### config.mk
export PLATFORM = sky130hd
export DESIGN_NAME = onw_dev_end_flat
export DESIGN_NICKNAME = d
export VERILOG_FILES = /design/src/include/onw_pkg.sv /design/src/include/onw_link_if.sv /design/src/rtl/onw_dev_end.sv /design/src/flat_wrapper.sv
export SDC_FILE = /design/constraint.sdc
export NUM_CORES = 1
export LEC_CHECK = 0
export BUFFER_PORTS_ARGS = -buffer_cell sky130_fd_sc_hd__buf_2
export CELL_PAD_IN_SITES_DETAIL_PLACEMENT = 1
export CELL_PAD_IN_SITES_GLOBAL_PLACEMENT = 1
export CORE_MARGIN = 2
export CORE_UTILIZATION = 55
export CTS_CLUSTER_SIZE = 14
export DETAILED_ROUTE_END_ITERATION = 8
export PLACE_DENSITY_LB_ADDON = 0.1
export SLEW_MARGIN = 20
export SYNTH_ARGS = -nofsm -noshare
export SYNTH_HDL_FRONTEND = slang
export SYNTH_SLANG_ARGS = --single-unit
### constraint.sdc
create_clock -name ref_clk -period 6.8 [get_ports ref_clk]
set_input_delay 0.68 -clock ref_clk [delete_from_list [all_inputs] [get_ports ref_clk]]
set_output_delay 0.68 -clock ref_clk [all_outputs]
set_load 0.005 [all_outputs]
### src/include/onw_pkg.sv
// shared constants for the one-time-programmable nibble write command
package onw_pkg;

  // frame geometry: {location, data, bus address, command code}
  localparam int unsigned NIB         = 4;
  localparam int unsigned FRAME_W     = 16;
  localparam int unsigned FLD_CMD_LSB = 0;
  localparam int unsigned FLD_ADR_LSB = 4;
  localparam int unsigned FLD_DAT_LSB = 8;
  localparam int unsigned FLD_LOC_LSB = 12;

  // response fields, low bit positions
  localparam int unsigned RSP_NIB_LSB  = 0;
  localparam int unsigned RSP_BNK_LSB  = 4;
  localparam int unsigned RSP_ONES_LSB = 6;
  localparam int unsigned RSP_LOC_LSB  = 8;
  localparam int unsigned RSP_ADR_LSB  = 12;

  localparam logic [3:0] CMD_NIBBLE_BURN = 4'h9;
  localparam logic [3:0] GLOBAL_ADDR     = 4'h0;
  localparam logic [1:0] ONES2           = 2'h3;
  localparam logic [3:0] ONES4           = 4'hf;
  localparam logic [3:0] ZERO4           = 4'h0;

  // command formats seen on the link
  typedef enum logic [1:0] {
    FMT_STD_LONG  = 2'b00,
    FMT_ENH_LONG  = 2'b01,
    FMT_STD_SHORT = 2'b10,
    FMT_ENH_SHORT = 2'b11
  } onw_fmt_e;

  // mirror array: index is {bank, location}
  localparam int unsigned IDX_W      = 6;
  localparam int unsigned DEPTH      = 64;
  localparam logic [5:0]  ADDR_IDX   = 6'h17;
  localparam logic [5:0]  LOCK_IDX   = 6'h07;
  localparam int unsigned LOCK_BIT   = 3;
  localparam logic [3:0]  ADDR_RESET = 4'h1;

  // timing
  localparam int unsigned CLK_MHZ       = 50;
  localparam int unsigned MAX_BURN_BITS = 4;
  localparam int unsigned CNT_W         = 20;

  // writable bits of each nibble location; zero marks an unused location
  function automatic logic [3:0] nibble_mask(input logic [5:0] idx);
    logic [3:0] m;
    m = 4'h0;
    unique case (idx[5:4])
      2'h0: begin
        if (idx[3:0] == 4'h7) m = 4'h8;
        if (idx[3:0] == 4'h8) m = 4'hc;
        if (idx[3:0] == 4'ha) m = 4'h8;
      end
      2'h1: begin
        if (idx[3:0] == 4'h6) m = 4'h3;
        if (idx[3:0] >= 4'h7 && idx[3:0] <= 4'he) m = 4'hf;
      end
      2'h2: begin
        if (idx[3:0] == 4'h7) m = 4'h2;
        if (idx[3:0] >= 4'h8) m = 4'hf;
      end
      2'h3: m = 4'h0;
    endcase
    return m;
  endfunction : nibble_mask

endpackage : onw_pkg

### src/include/onw_link_if.sv
`timescale 1ns/100ps
`default_nettype none
// frame-level link between bus master and satellite
interface onw_link_if;
  logic        cmdValid;
  logic [15:0] cmdFrame;
  logic [1:0]  cmdFmt;
  logic        respValid;
  logic [15:0] respFrame;

  modport dev (input cmdValid, input cmdFrame, input cmdFmt, output respValid, output respFrame);
  modport host (output cmdValid, output cmdFrame, output cmdFmt, input respValid, input respFrame);
endinterface : onw_link_if
`default_nettype wire

### src/rtl/onw_dev_end.sv
`timescale 1ns/100ps
`default_nettype none

module onw_dev_end #(
  parameter int unsigned PER_BIT_BURN_NS = 100000
) (
  // clock, reset, enable
  input  wire logic       ref_clk,
  input  wire logic       rst_b,
  input  wire logic       ce,
  // link to bus master
  onw_link_if.dev         link,
  // settings from initialization and format control
  input  wire logic       otpBurnPermit,
  input  wire logic [1:0] otpBank,
  input  wire logic       enhLongEn,
  input  wire logic [3:0] edcRef,
  // OTP array programming port
  output logic            otpBurnStrobe,
  output logic [5:0]      otpBurnIdx,
  output logic [3:0]      otpBurnData,
  // device status
  output logic [3:0]      busAddr,
  output logic            lockUser,
  output logic            edcMismatch,
  output logic            busy
);

  // per-bit burn time in cycles, rounded up, never below one
  localparam int unsigned BURN_RAW = (PER_BIT_BURN_NS * onw_pkg::CLK_MHZ + 999) / 1000;
  localparam int unsigned BURN_CYC = (BURN_RAW < 1) ? 1 : BURN_RAW;

  typedef enum logic [1:0] {
    ST_IDLE = 2'b00,
    ST_BURN = 2'b01,
    ST_RESP = 2'b10
  } onw_state_e;

  onw_state_e               state_r;
  onw_state_e               state_nxt;
  logic [3:0]               mirror_r [onw_pkg::DEPTH];
  logic [5:0]               idx_r;
  logic                     permit_r;
  logic                     used_r;
  logic [onw_pkg::CNT_W-1:0] cnt_r;
  logic                     respValid_r;
  logic [15:0]              respFrame_r;
  logic                     strobe_r;
  logic [5:0]               burnIdx_r;
  logic [3:0]               burnData_r;

  // frame fields
  wire logic [3:0] fCmd = link.cmdFrame[onw_pkg::FLD_CMD_LSB +: onw_pkg::NIB];
  wire logic [3:0] fAdr = link.cmdFrame[onw_pkg::FLD_ADR_LSB +: onw_pkg::NIB];
  wire logic [3:0] fDat = link.cmdFrame[onw_pkg::FLD_DAT_LSB +: onw_pkg::NIB];
  wire logic [3:0] fLoc = link.cmdFrame[onw_pkg::FLD_LOC_LSB +: onw_pkg::NIB];

  // acceptance decode
  wire logic fmtOk   = (link.cmdFmt == onw_pkg::FMT_STD_LONG) ||
                       ((link.cmdFmt == onw_pkg::FMT_ENH_LONG) && enhLongEn);
  wire logic codeOk  = (fCmd == onw_pkg::CMD_NIBBLE_BURN);
  wire logic adrOk   = (fAdr != onw_pkg::GLOBAL_ADDR) && (fAdr == busAddr);
  wire logic accept  = link.cmdValid && (state_r == ST_IDLE) && fmtOk && codeOk && adrOk;

  // target nibble and the value the mirror takes
  wire logic [5:0] idx     = {otpBank, fLoc};
  wire logic [3:0] mask    = onw_pkg::nibble_mask(idx);
  wire logic       used    = |mask;
  wire logic [3:0] newNib  = (mirror_r[idx] & ~mask) | (fDat & mask);
  wire logic       mirWr   = accept && used;
  // only a set permit flag burns; supply level is deliberately not consulted
  wire logic       burnGo  = mirWr && otpBurnPermit;

  // bits actually being burned, counted as ones in the written nibble
  function automatic logic [2:0] bit_count(input logic [3:0] v);
    logic [2:0] n;
    n = 3'h0;
    for (int i = 0; i < onw_pkg::NIB; i++) begin
      n = n + {2'h0, v[i]};
    end
    return n;
  endfunction : bit_count

  wire logic [2:0] nBitsRaw = bit_count(fDat & mask);
  wire logic [2:0] nBits    = (nBitsRaw == 3'h0) ? 3'h1 : nBitsRaw;
  wire logic [onw_pkg::CNT_W-1:0] burnLen =
    onw_pkg::CNT_W'(BURN_CYC) * onw_pkg::CNT_W'(nBits);

  // mirror storage; the address location resets to its default address
  genvar g;
  generate
    for (g = 0; g < onw_pkg::DEPTH; g++) begin : gMir
      localparam logic [3:0] RST = (g == onw_pkg::ADDR_IDX) ? onw_pkg::ADDR_RESET : 4'h0;
      always_ff @(posedge ref_clk or negedge rst_b) begin
        if (!rst_b) begin
          mirror_r[g] <= RST;
        end else if (ce && mirWr && (idx == onw_pkg::IDX_W'(g))) begin
          mirror_r[g] <= newNib;
        end
      end
    end
  endgenerate

  assign busAddr  = mirror_r[onw_pkg::ADDR_IDX];
  assign lockUser = mirror_r[onw_pkg::LOCK_IDX][onw_pkg::LOCK_BIT];

  // error detection: xor fold of the whole mirror, recomputed on every write
  logic [3:0] edcCalc;
  always_comb begin
    edcCalc = 4'h0;
    for (int i = 0; i < onw_pkg::DEPTH; i++) begin
      edcCalc = edcCalc ^ mirror_r[i];
    end
  end
  assign edcMismatch = lockUser && (edcCalc != edcRef);

  // sequencing
  always_comb begin
    state_nxt = state_r;
    unique case (state_r)
      ST_IDLE: begin
        if (accept) begin
          state_nxt = burnGo ? ST_BURN : ST_RESP;
        end
      end
      ST_BURN: begin
        if (cnt_r <= onw_pkg::CNT_W'(1)) begin
          state_nxt = ST_RESP;
        end
      end
      ST_RESP: state_nxt = ST_IDLE;
      default: state_nxt = ST_IDLE;
    endcase
  end

  always_ff @(posedge ref_clk or negedge rst_b) begin
    if (!rst_b) begin
      state_r <= ST_IDLE;
    end else if (ce) begin
      state_r <= state_nxt;
    end
  end

  // captured command context
  always_ff @(posedge ref_clk or negedge rst_b) begin
    if (!rst_b) begin
      idx_r    <= 6'h00;
      permit_r <= 1'b0;
      used_r   <= 1'b0;
    end else if (ce && accept) begin
      idx_r    <= idx;
      permit_r <= otpBurnPermit;
      used_r   <= used;
    end
  end

  // burn timer loaded with per-bit time times bit count
  always_ff @(posedge ref_clk or negedge rst_b) begin
    if (!rst_b) begin
      cnt_r <= '0;
    end else if (ce) begin
      if (burnGo) begin
        cnt_r <= burnLen;
      end else if (cnt_r != '0) begin
        cnt_r <= cnt_r - onw_pkg::CNT_W'(1);
      end
    end
  end

  // programming strobe to the OTP array, one cycle
  always_ff @(posedge ref_clk or negedge rst_b) begin
    if (!rst_b) begin
      strobe_r   <= 1'b0;
      burnIdx_r  <= 6'h00;
      burnData_r <= 4'h0;
    end else if (ce) begin
      strobe_r <= burnGo;
      if (burnGo) begin
        burnIdx_r  <= idx;
        burnData_r <= newNib;
      end
    end
  end

  // response assembled after the write, so the mirror and address are current
  wire logic [3:0] rdBack  = used_r ? mirror_r[idx_r] : busAddr;
  wire logic [15:0] rspOn  = {busAddr, idx_r[3:0], onw_pkg::ONES2, idx_r[5:4], rdBack};
  wire logic [15:0] rspOff = {busAddr, onw_pkg::ZERO4, onw_pkg::ONES4, busAddr};

  always_ff @(posedge ref_clk or negedge rst_b) begin
    if (!rst_b) begin
      respValid_r <= 1'b0;
      respFrame_r <= 16'h0000;
    end else if (ce) begin
      respValid_r <= (state_r == ST_RESP);
      if (state_r == ST_RESP) begin
        respFrame_r <= permit_r ? rspOn : rspOff;
      end
    end
  end

  assign link.respValid = respValid_r;
  assign link.respFrame = respFrame_r;
  assign otpBurnStrobe  = strobe_r;
  assign otpBurnIdx     = burnIdx_r;
  assign otpBurnData    = burnData_r;
  assign busy           = (state_r != ST_IDLE) || respValid_r;

endmodule : onw_dev_end
`default_nettype wire

### src/flat_wrapper.sv
// flat-port wrapper written by rule: the top's interface ports become plain ports
module onw_dev_end_flat 
#(
  parameter int unsigned PER_BIT_BURN_NS = 100000
)
  (ref_clk, rst_b, ce, otpBurnPermit, otpBank, enhLongEn, edcRef, otpBurnStrobe, otpBurnIdx, otpBurnData, busAddr, lockUser, edcMismatch, busy, link_cmdValid, link_cmdFrame, link_cmdFmt, link_respValid, link_respFrame);
  onw_link_if link_i ();
  input  wire logic ref_clk;
  input  wire logic rst_b;
  input  wire logic ce;
  input  wire logic otpBurnPermit;
  input  wire logic [1:0] otpBank;
  input  wire logic enhLongEn;
  input  wire logic [3:0] edcRef;
  output logic otpBurnStrobe;
  output logic [5:0] otpBurnIdx;
  output logic [3:0] otpBurnData;
  output logic [3:0] busAddr;
  output logic lockUser;
  output logic edcMismatch;
  output logic busy;
  input wire logic [$bits(link_i.cmdValid)-1:0] link_cmdValid;
  input wire logic [$bits(link_i.cmdFrame)-1:0] link_cmdFrame;
  input wire logic [$bits(link_i.cmdFmt)-1:0] link_cmdFmt;
  output wire logic [$bits(link_i.respValid)-1:0] link_respValid;
  output wire logic [$bits(link_i.respFrame)-1:0] link_respFrame;
  assign link_i.cmdValid = link_cmdValid;
  assign link_i.cmdFrame = link_cmdFrame;
  assign link_i.cmdFmt = link_cmdFmt;
  assign link_respValid = link_i.respValid;
  assign link_respFrame = link_i.respFrame;
  onw_dev_end #(.PER_BIT_BURN_NS(PER_BIT_BURN_NS)) u_core (.ref_clk(ref_clk), .rst_b(rst_b), .ce(ce), .link(link_i), .otpBurnPermit(otpBurnPermit), .otpBank(otpBank), .enhLongEn(enhLongEn), .edcRef(edcRef), .otpBurnStrobe(otpBurnStrobe), .otpBurnIdx(otpBurnIdx), .otpBurnData(otpBurnData), .busAddr(busAddr), .lockUser(lockUser), .edcMismatch(edcMismatch), .busy(busy));
endmodule
* Yosys cells after proc, flatten, opt, wreduce, memory -nomap -nowiden
Cells that the tools add are included.
** Word-level totals
- Bits in registers :: 314
- Word-level logic and storage cells :: 347
- Input bits :: 30
- Output and inout port bits :: 35
** Cells by class
- Reduce and logical (&&, ||, !) cells :: 92
- Multiplexer cells :: 23
- Bitwise operators :: 69
- Order comparisons :: 6
- Eq/ne operators :: 78
- Multipliers :: 1
- Add/subtract/negate cells :: 4
** Operators by type and width (count)
- $xor A4 B4 Y4 :: 63
- $eq A6 B6 Y1 const B :: 32
- $eq A6 B5 Y1 const B :: 16
- $logic_and A1 B1 Y1 :: 76
- $bmux W4 S6 :: 2
- $eq A6 B4 Y1 const B :: 8
- $mux W20 :: 2
- $mux W4 :: 10
- $eq A6 B3 Y1 const B :: 4
- $le A20 B1 Y1 const B :: 1
- $reduce_bool A20 Y1 :: 1
- $sub A20 B1 Y20 const B :: 1
- $pmux W4 S4 :: 1
- $ge A7 B7 Y1 const B :: 2
- $not A6 Y7 :: 2
- $mul A10 B3 Y13 const A :: 1
- $eq A4 B4 Y1 const B :: 3
- $eq A6 B2 Y1 const B :: 2
- $mux W12 :: 1
- $mux W2 :: 5
- $and A4 B4 Y4 :: 2
- $eq A4 B3 Y1 const B :: 2
- $add A3 B1 Y3 :: 2
- $eq A2 B1 Y1 const B :: 3
- other kinds (22) :: 31

* Longest topological paths before layout
- Word-level depth :: 65
- Mapped depth :: 22
- Mapped depth without buffers :: 21

* Worst setup path before layout
Ideal clock, no wire load.
- Path kind :: input -> register
- Start :: input port link_cmdFrame[12]
- End :: register u_core.cnt_r[10] in the netlist's numbering
- Setup slack :: 2.039 ns
- Path buffers :: 4
- Arrival time :: 4.684 ns
- Library setup time :: 0.077 ns
- Cell stages on the path :: 19
- Path through :: buf_2 buf_2 buf_2 o21bai_1 a21boi_0 o21ai_0 a32o_1 nand2_1 clkbuf_1 fa_1 inv_1 ha_1 o21ai_0 ha_1 ha_1 inv_1 fa_1 a22o_1 a21oi_1
** On the way
- Longest elaborated chain between the ends :: 12
** RTL lines
- start, declared :: RTL line flat_wrapper.sv:23 : input wire logic [$bits(link_i.cmdFrame)-1:0] link_cmdFrame;
- $ge A4 B3 Y1 (tied with other cells) :: RTL line onw_pkg.sv:58 : if (idx[3:0] >= 4'h7 && idx[3:0] <= 4'he) m = 4'hf;
- $logic_and A1 B1 Y1 (tied with other cells) :: RTL line onw_pkg.sv:58
- $mux W4 (on tied branches) :: RTL line onw_pkg.sv:58, onw_pkg.sv:54, onw_pkg.sv:62
- $pmux W4 S4 (*) :: RTL line onw_pkg.sv:50 : unique case (idx[5:4])
- $and A4 B4 Y4 :: RTL line onw_dev_end.sv:84 : wire logic [2:0] nBitsRaw = bit_count(fDat & mask);
- $add A1 B1 Y2 :: RTL line onw_dev_end.sv:79 : n = n + {2'h0, v[i]};
- $add A3 B1 Y3 (2 in series) :: RTL line onw_dev_end.sv:79
- $logic_not A3 Y1 :: RTL line onw_dev_end.sv:85 : wire logic [2:0] nBits = (nBitsRaw == 3'h0) ? 3'h1 : nBitsRaw;
- $mux W3 :: RTL line onw_dev_end.sv:85
- $mul A10 B3 Y13 :: RTL line onw_dev_end.sv:87 : onw_pkg::CNT_W'(BURN_CYC) * onw_pkg::CNT_W'(nBits);
- $mux W20 :: RTL line onw_dev_end.sv:162 : if (burnGo) begin
- end signal, assigned :: RTL line onw_dev_end.sv:163 : cnt_r <= burnLen;
- end signal, assigned :: RTL line onw_dev_end.sv:165 : cnt_r <= cnt_r - onw_pkg::CNT_W'(1);
- end, declared :: RTL line onw_dev_end.sv:45 : logic [onw_pkg::CNT_W-1:0] cnt_r;
Every way passes the cells marked *; elsewhere a longest branch is shown, timed or not.
A chain may end at the register's enable or synchronous reset.

* Final worst setup path
- Start :: input port link_cmdFrame[14]
- End :: register u_core.cnt_r[10] in the netlist's numbering
The elaborated chain is that of the path after synthesis.

==> results by group <==
Setup path
  – Worst EP arrival: 5.45 ns
  – CP Capture Type: flop
  – Required @ worst endpoint: 7.25 ns
  – R2R Path Start: u_core.busAddr[3]$_DFFE_PN0P_
  – Crit path max fanout: 21
  – Worst reg2reg path depth: 7
  – CP startpoint kind: input port
  – Reg2reg end: u_core.otpBurnData[3]$_DFFE_PN0P_
  – Critical path class: input port to flop
  – Reg2Reg Setup Slack: 3.50 ns

Drt
  – DRC errors left: 0
  – Wirelength, routed: 46200 um
  – Antenna-violating nets left: 0
  – Iteration count of the initial detailed-routing pass: 5
  – Per-cell routed wire length: between 20 and 30 um
  – 1st-iter DRT viols: 928
  – DR vias/cell: 6.25
  – Via count: 11.3k

Clock network
  – Worst skew pair latency: roughly 0.53 ns
  – Clk root buf: clkbuf_16
  – CTS tree: yes
  – Number of buffers created by CTS: 36
  – Post-CTS Setup Bufs: 0
  – Num Clock Sinks: 313
  – Resized Gates After CTS: 0
  – Hold-fix buffers, CTS: 0
  – CTS Buffer Depth: 3
  – Clk slew on worst S/H paths: approximately 0.06 ns
  – H-Tree Depth: 2

Timing
  – Final setup violation count: 0
  – Max Slew Vio Count: 0
  – Hold Fails Final Rpt: 0
  – Final TNS setup: 0 ns
  – Worst slew margin: 0.280
  – Fin crit share: 0.735
  – Worst Max-Slew Pin Slew: about 1.1 ns
  – Final Critical Period: 5.00 ns
  – Fmax: roughly 200 MHz
  – Clk_skew: 0.00763 ns
  – RSZ-0062 raised after global routing: no
  – Hold Worst Slack: 0.215 ns

Synthesis
  – Asr flop ratio synth: 1.00
  – Synth warnings: 0
  – Number of enable flip-flop cells after synthesis: 0
  – Syn avg cell area: 11.4 um2
  – Unique masters post-synth: 64
  – Most used DFF post-synth: dfrtp_1
  – Syn nets: 1576
  – Post-Syn Instances: 1534
  – #FFs+latches synth: roughly 310
  – Register area share after synthesis: 0.448
  – Mapped Area: 17500 um2

Placed design
  – Hpwl dp: 30900 um
  – IO Port Bufs: 64
  – RD Place Congestion: 0.857

Outcome
  – Status: complete, no violations

Floorplanning
  – Die width: 182 um
  – Cell row count: 65
  – Starting density of the core: 0.557
  – Core ar.: 31400 um2
  – DIE AREA: 33200 um2
  – Io pins: 65
  – Die Ht: 182 um

Cells and area
  – Multi-input logic area: 8520 um2
  – Layout cells sized above 1: 0.210
  – FF+latch area: 7840 um2
  – Most frequent cells in the layout: dfrtp_1 (310), xnor2_1 (217), nand2_1 (135), mux4_2 (128), o21ai_0 (99)
  – Nets: 1429
  – Layout area overhead: 6.25%
  – Filler instances: 3097
  – Core Util, Final: 0.592
  – Commonest non-fill, non-tap cell in the layout: dfrtp_1

Global routing
  – Pin count of the biggest net entering global routing: 148
  – Global Route Usage Sum: 0.288
  – First-pass GRT wire length: 72700 um
  – Global route overflow: 0
  – Initial antenna violation count: 1
  – Number of global-route vias before repair: 11.9k

Hold path
  – Hold Path Class: input port to async pin

Job
  – Max Cap Viol: 0

Pwr
  – P_leak: a little under 8 nW
  – Power density cells: 221 nW/um2
  – Worst IR drop on VDD: ~0.18 mV
[cell type report]
cell class	instances	area share
multi-input cells	933	0.459
flip-flops and latches	313	0.422
clock buffers	51	0.0554
well taps	402	0.0271
repair buffers	82	0.0260
clock inverters	12	0.00647
inverters	21	0.00424
diodes	1	0.000135
[worst max path at each step]
stage | startpoint | endpoint | slack (ns) | cells past startpoint
2_1_floorplan | link_cmdFrame[12] | u_core.cnt_r[10]$_DFFE_PN0P_ | 2.04 | 19
3_3_place_gp | link_cmdFrame[14] | u_core.cnt_r[12]$_DFFE_PN0P_ | 1.58 | 20
3_5_place_dp | link_cmdFrame[14] | u_core.cnt_r[12]$_DFFE_PN0P_ | 1.29 | 20
4_1_cts | link_cmdFrame[14] | u_core.cnt_r[10]$_DFFE_PN0P_ | 1.82 | 17
5_1_grt | link_cmdFrame[14] | u_core.cnt_r[12]$_DFFE_PN0P_ | 1.45 | 20
6_report | link_cmdFrame[14] | u_core.cnt_r[10]$_DFFE_PN0P_ | 1.80 | 17
[cell families after synthesis]
kind of cell	share of synthesized area
AO/OA/AOI/OAI	0.0917
XOR/XNOR	0.133
adder cells (fa/ha/maj)	0.00945
buffers and inverters	0.0648
flip-flops	0.448
multiplexers	0.181
AND/OR/NAND/NOR	0.0714
[sequential cells by signal, indices dropped and copies added (netlist names)]
name and cells:
u_core.mirror_r 251, u_core.cnt_r 20, u_core.link.respFrame 15, u_core.idx_r 6, u_core.otpBurnIdx 6, u_core.busAddr 4, u_core.otpBurnData 4, u_core.state_r 2
u_core.link.respValid 1, u_core.lockUser 1, u_core.otpBurnStrobe 1, u_core.permit_r 1, u_core.used_r 1
[critical path, cell delays in order]
cell and delay [ns]:
buf_2 0.27, inv_1 0.19, nor2_1 0.12, buf_4 0.27, nand3_1 0.19, o21ai_0 0.28, nand2_1 0.53, fa_1 0.62
inv_1 0.10, ha_1 0.32, o21ai_0 0.49, ha_1 0.34, ha_1 0.20, inv_1 0.08, fa_1 0.40, a22o_1 0.21
a21oi_1 0.14
[report_power, final]
group | total (mW) | internal [mW] | switching, mW
Clock | 1.89 | 1.13 | 0.764
Combinational | 0.277 | 0.0959 | 0.181
Sequential | 1.94 | 1.90 | 0.0397
Total | 4.11 | 3.13 | 0.985
[metrics by stage]
stage               power (mW)  setup slack (ns)  area, um2  std cells
floorplan                 2.14              2.04      17500       1534
global placement          2.24              1.58      17400       1751
global route              4.27              1.45      18600       1815
finish                    4.11              1.80      18600       1815
detailed placement        2.25              1.29      17400       1751
CTS                       4.16              1.82      18600       1814
[cell usage after synthesis, drive strengths merged (2+ instances only)]
cell / instances / area, um2
inv: 21 / 78.8
buf: 33 / 176
a21oi: 31 / 155
or3: 9 / 61.3
a221oi: 6 / 52.6
o211ai: 7 / 57.6
nand2: 135 / 507
a21o: 2 / 15.0
nor3: 15 / 85.1
nor2b: 14 / 87.6
or2: 2 / 12.5
xnor3: 4 / 90.1
a22o: 14 / 123
mux2i: 7 / 70.1
o22ai: 5 / 31.3
and3: 2 / 12.5
and2: 7 / 43.8
dfrtp: 312 / 7810
nand3: 19 / 95.1
a21boi: 2 / 15.0
a32o: 2 / 20.0
clkbuf: 234 / 878
a22oi: 56 / 420
nand2b: 10 / 62.6
xor2: 39 / 342
nand4: 7 / 43.8
nor2: 25 / 101
a211oi: 2 / 15.0
or4: 2 / 15.0
fa: 2 / 40.0
o31ai: 5 / 37.5
o41ai: 2 / 17.5
nand3b: 2 / 15.0
mux2: 19 / 214
xnor2: 217 / 1900
nor4: 6 / 73.8
mux4: 128 / 2880
o21ai: 102 / 510
ha: 10 / 125
o21a: 4 / 30.0
[routing by layer]
metal	GRT usage	up-vias	routed length, um
li1	-	5014	-
met4	0.0932	0	1360
met5	0	-	0
met3	0.0619	91	3160
met2	0.455	386	21900
met1	0.401	5848	19800
Power figures use the tool's default switching activity.
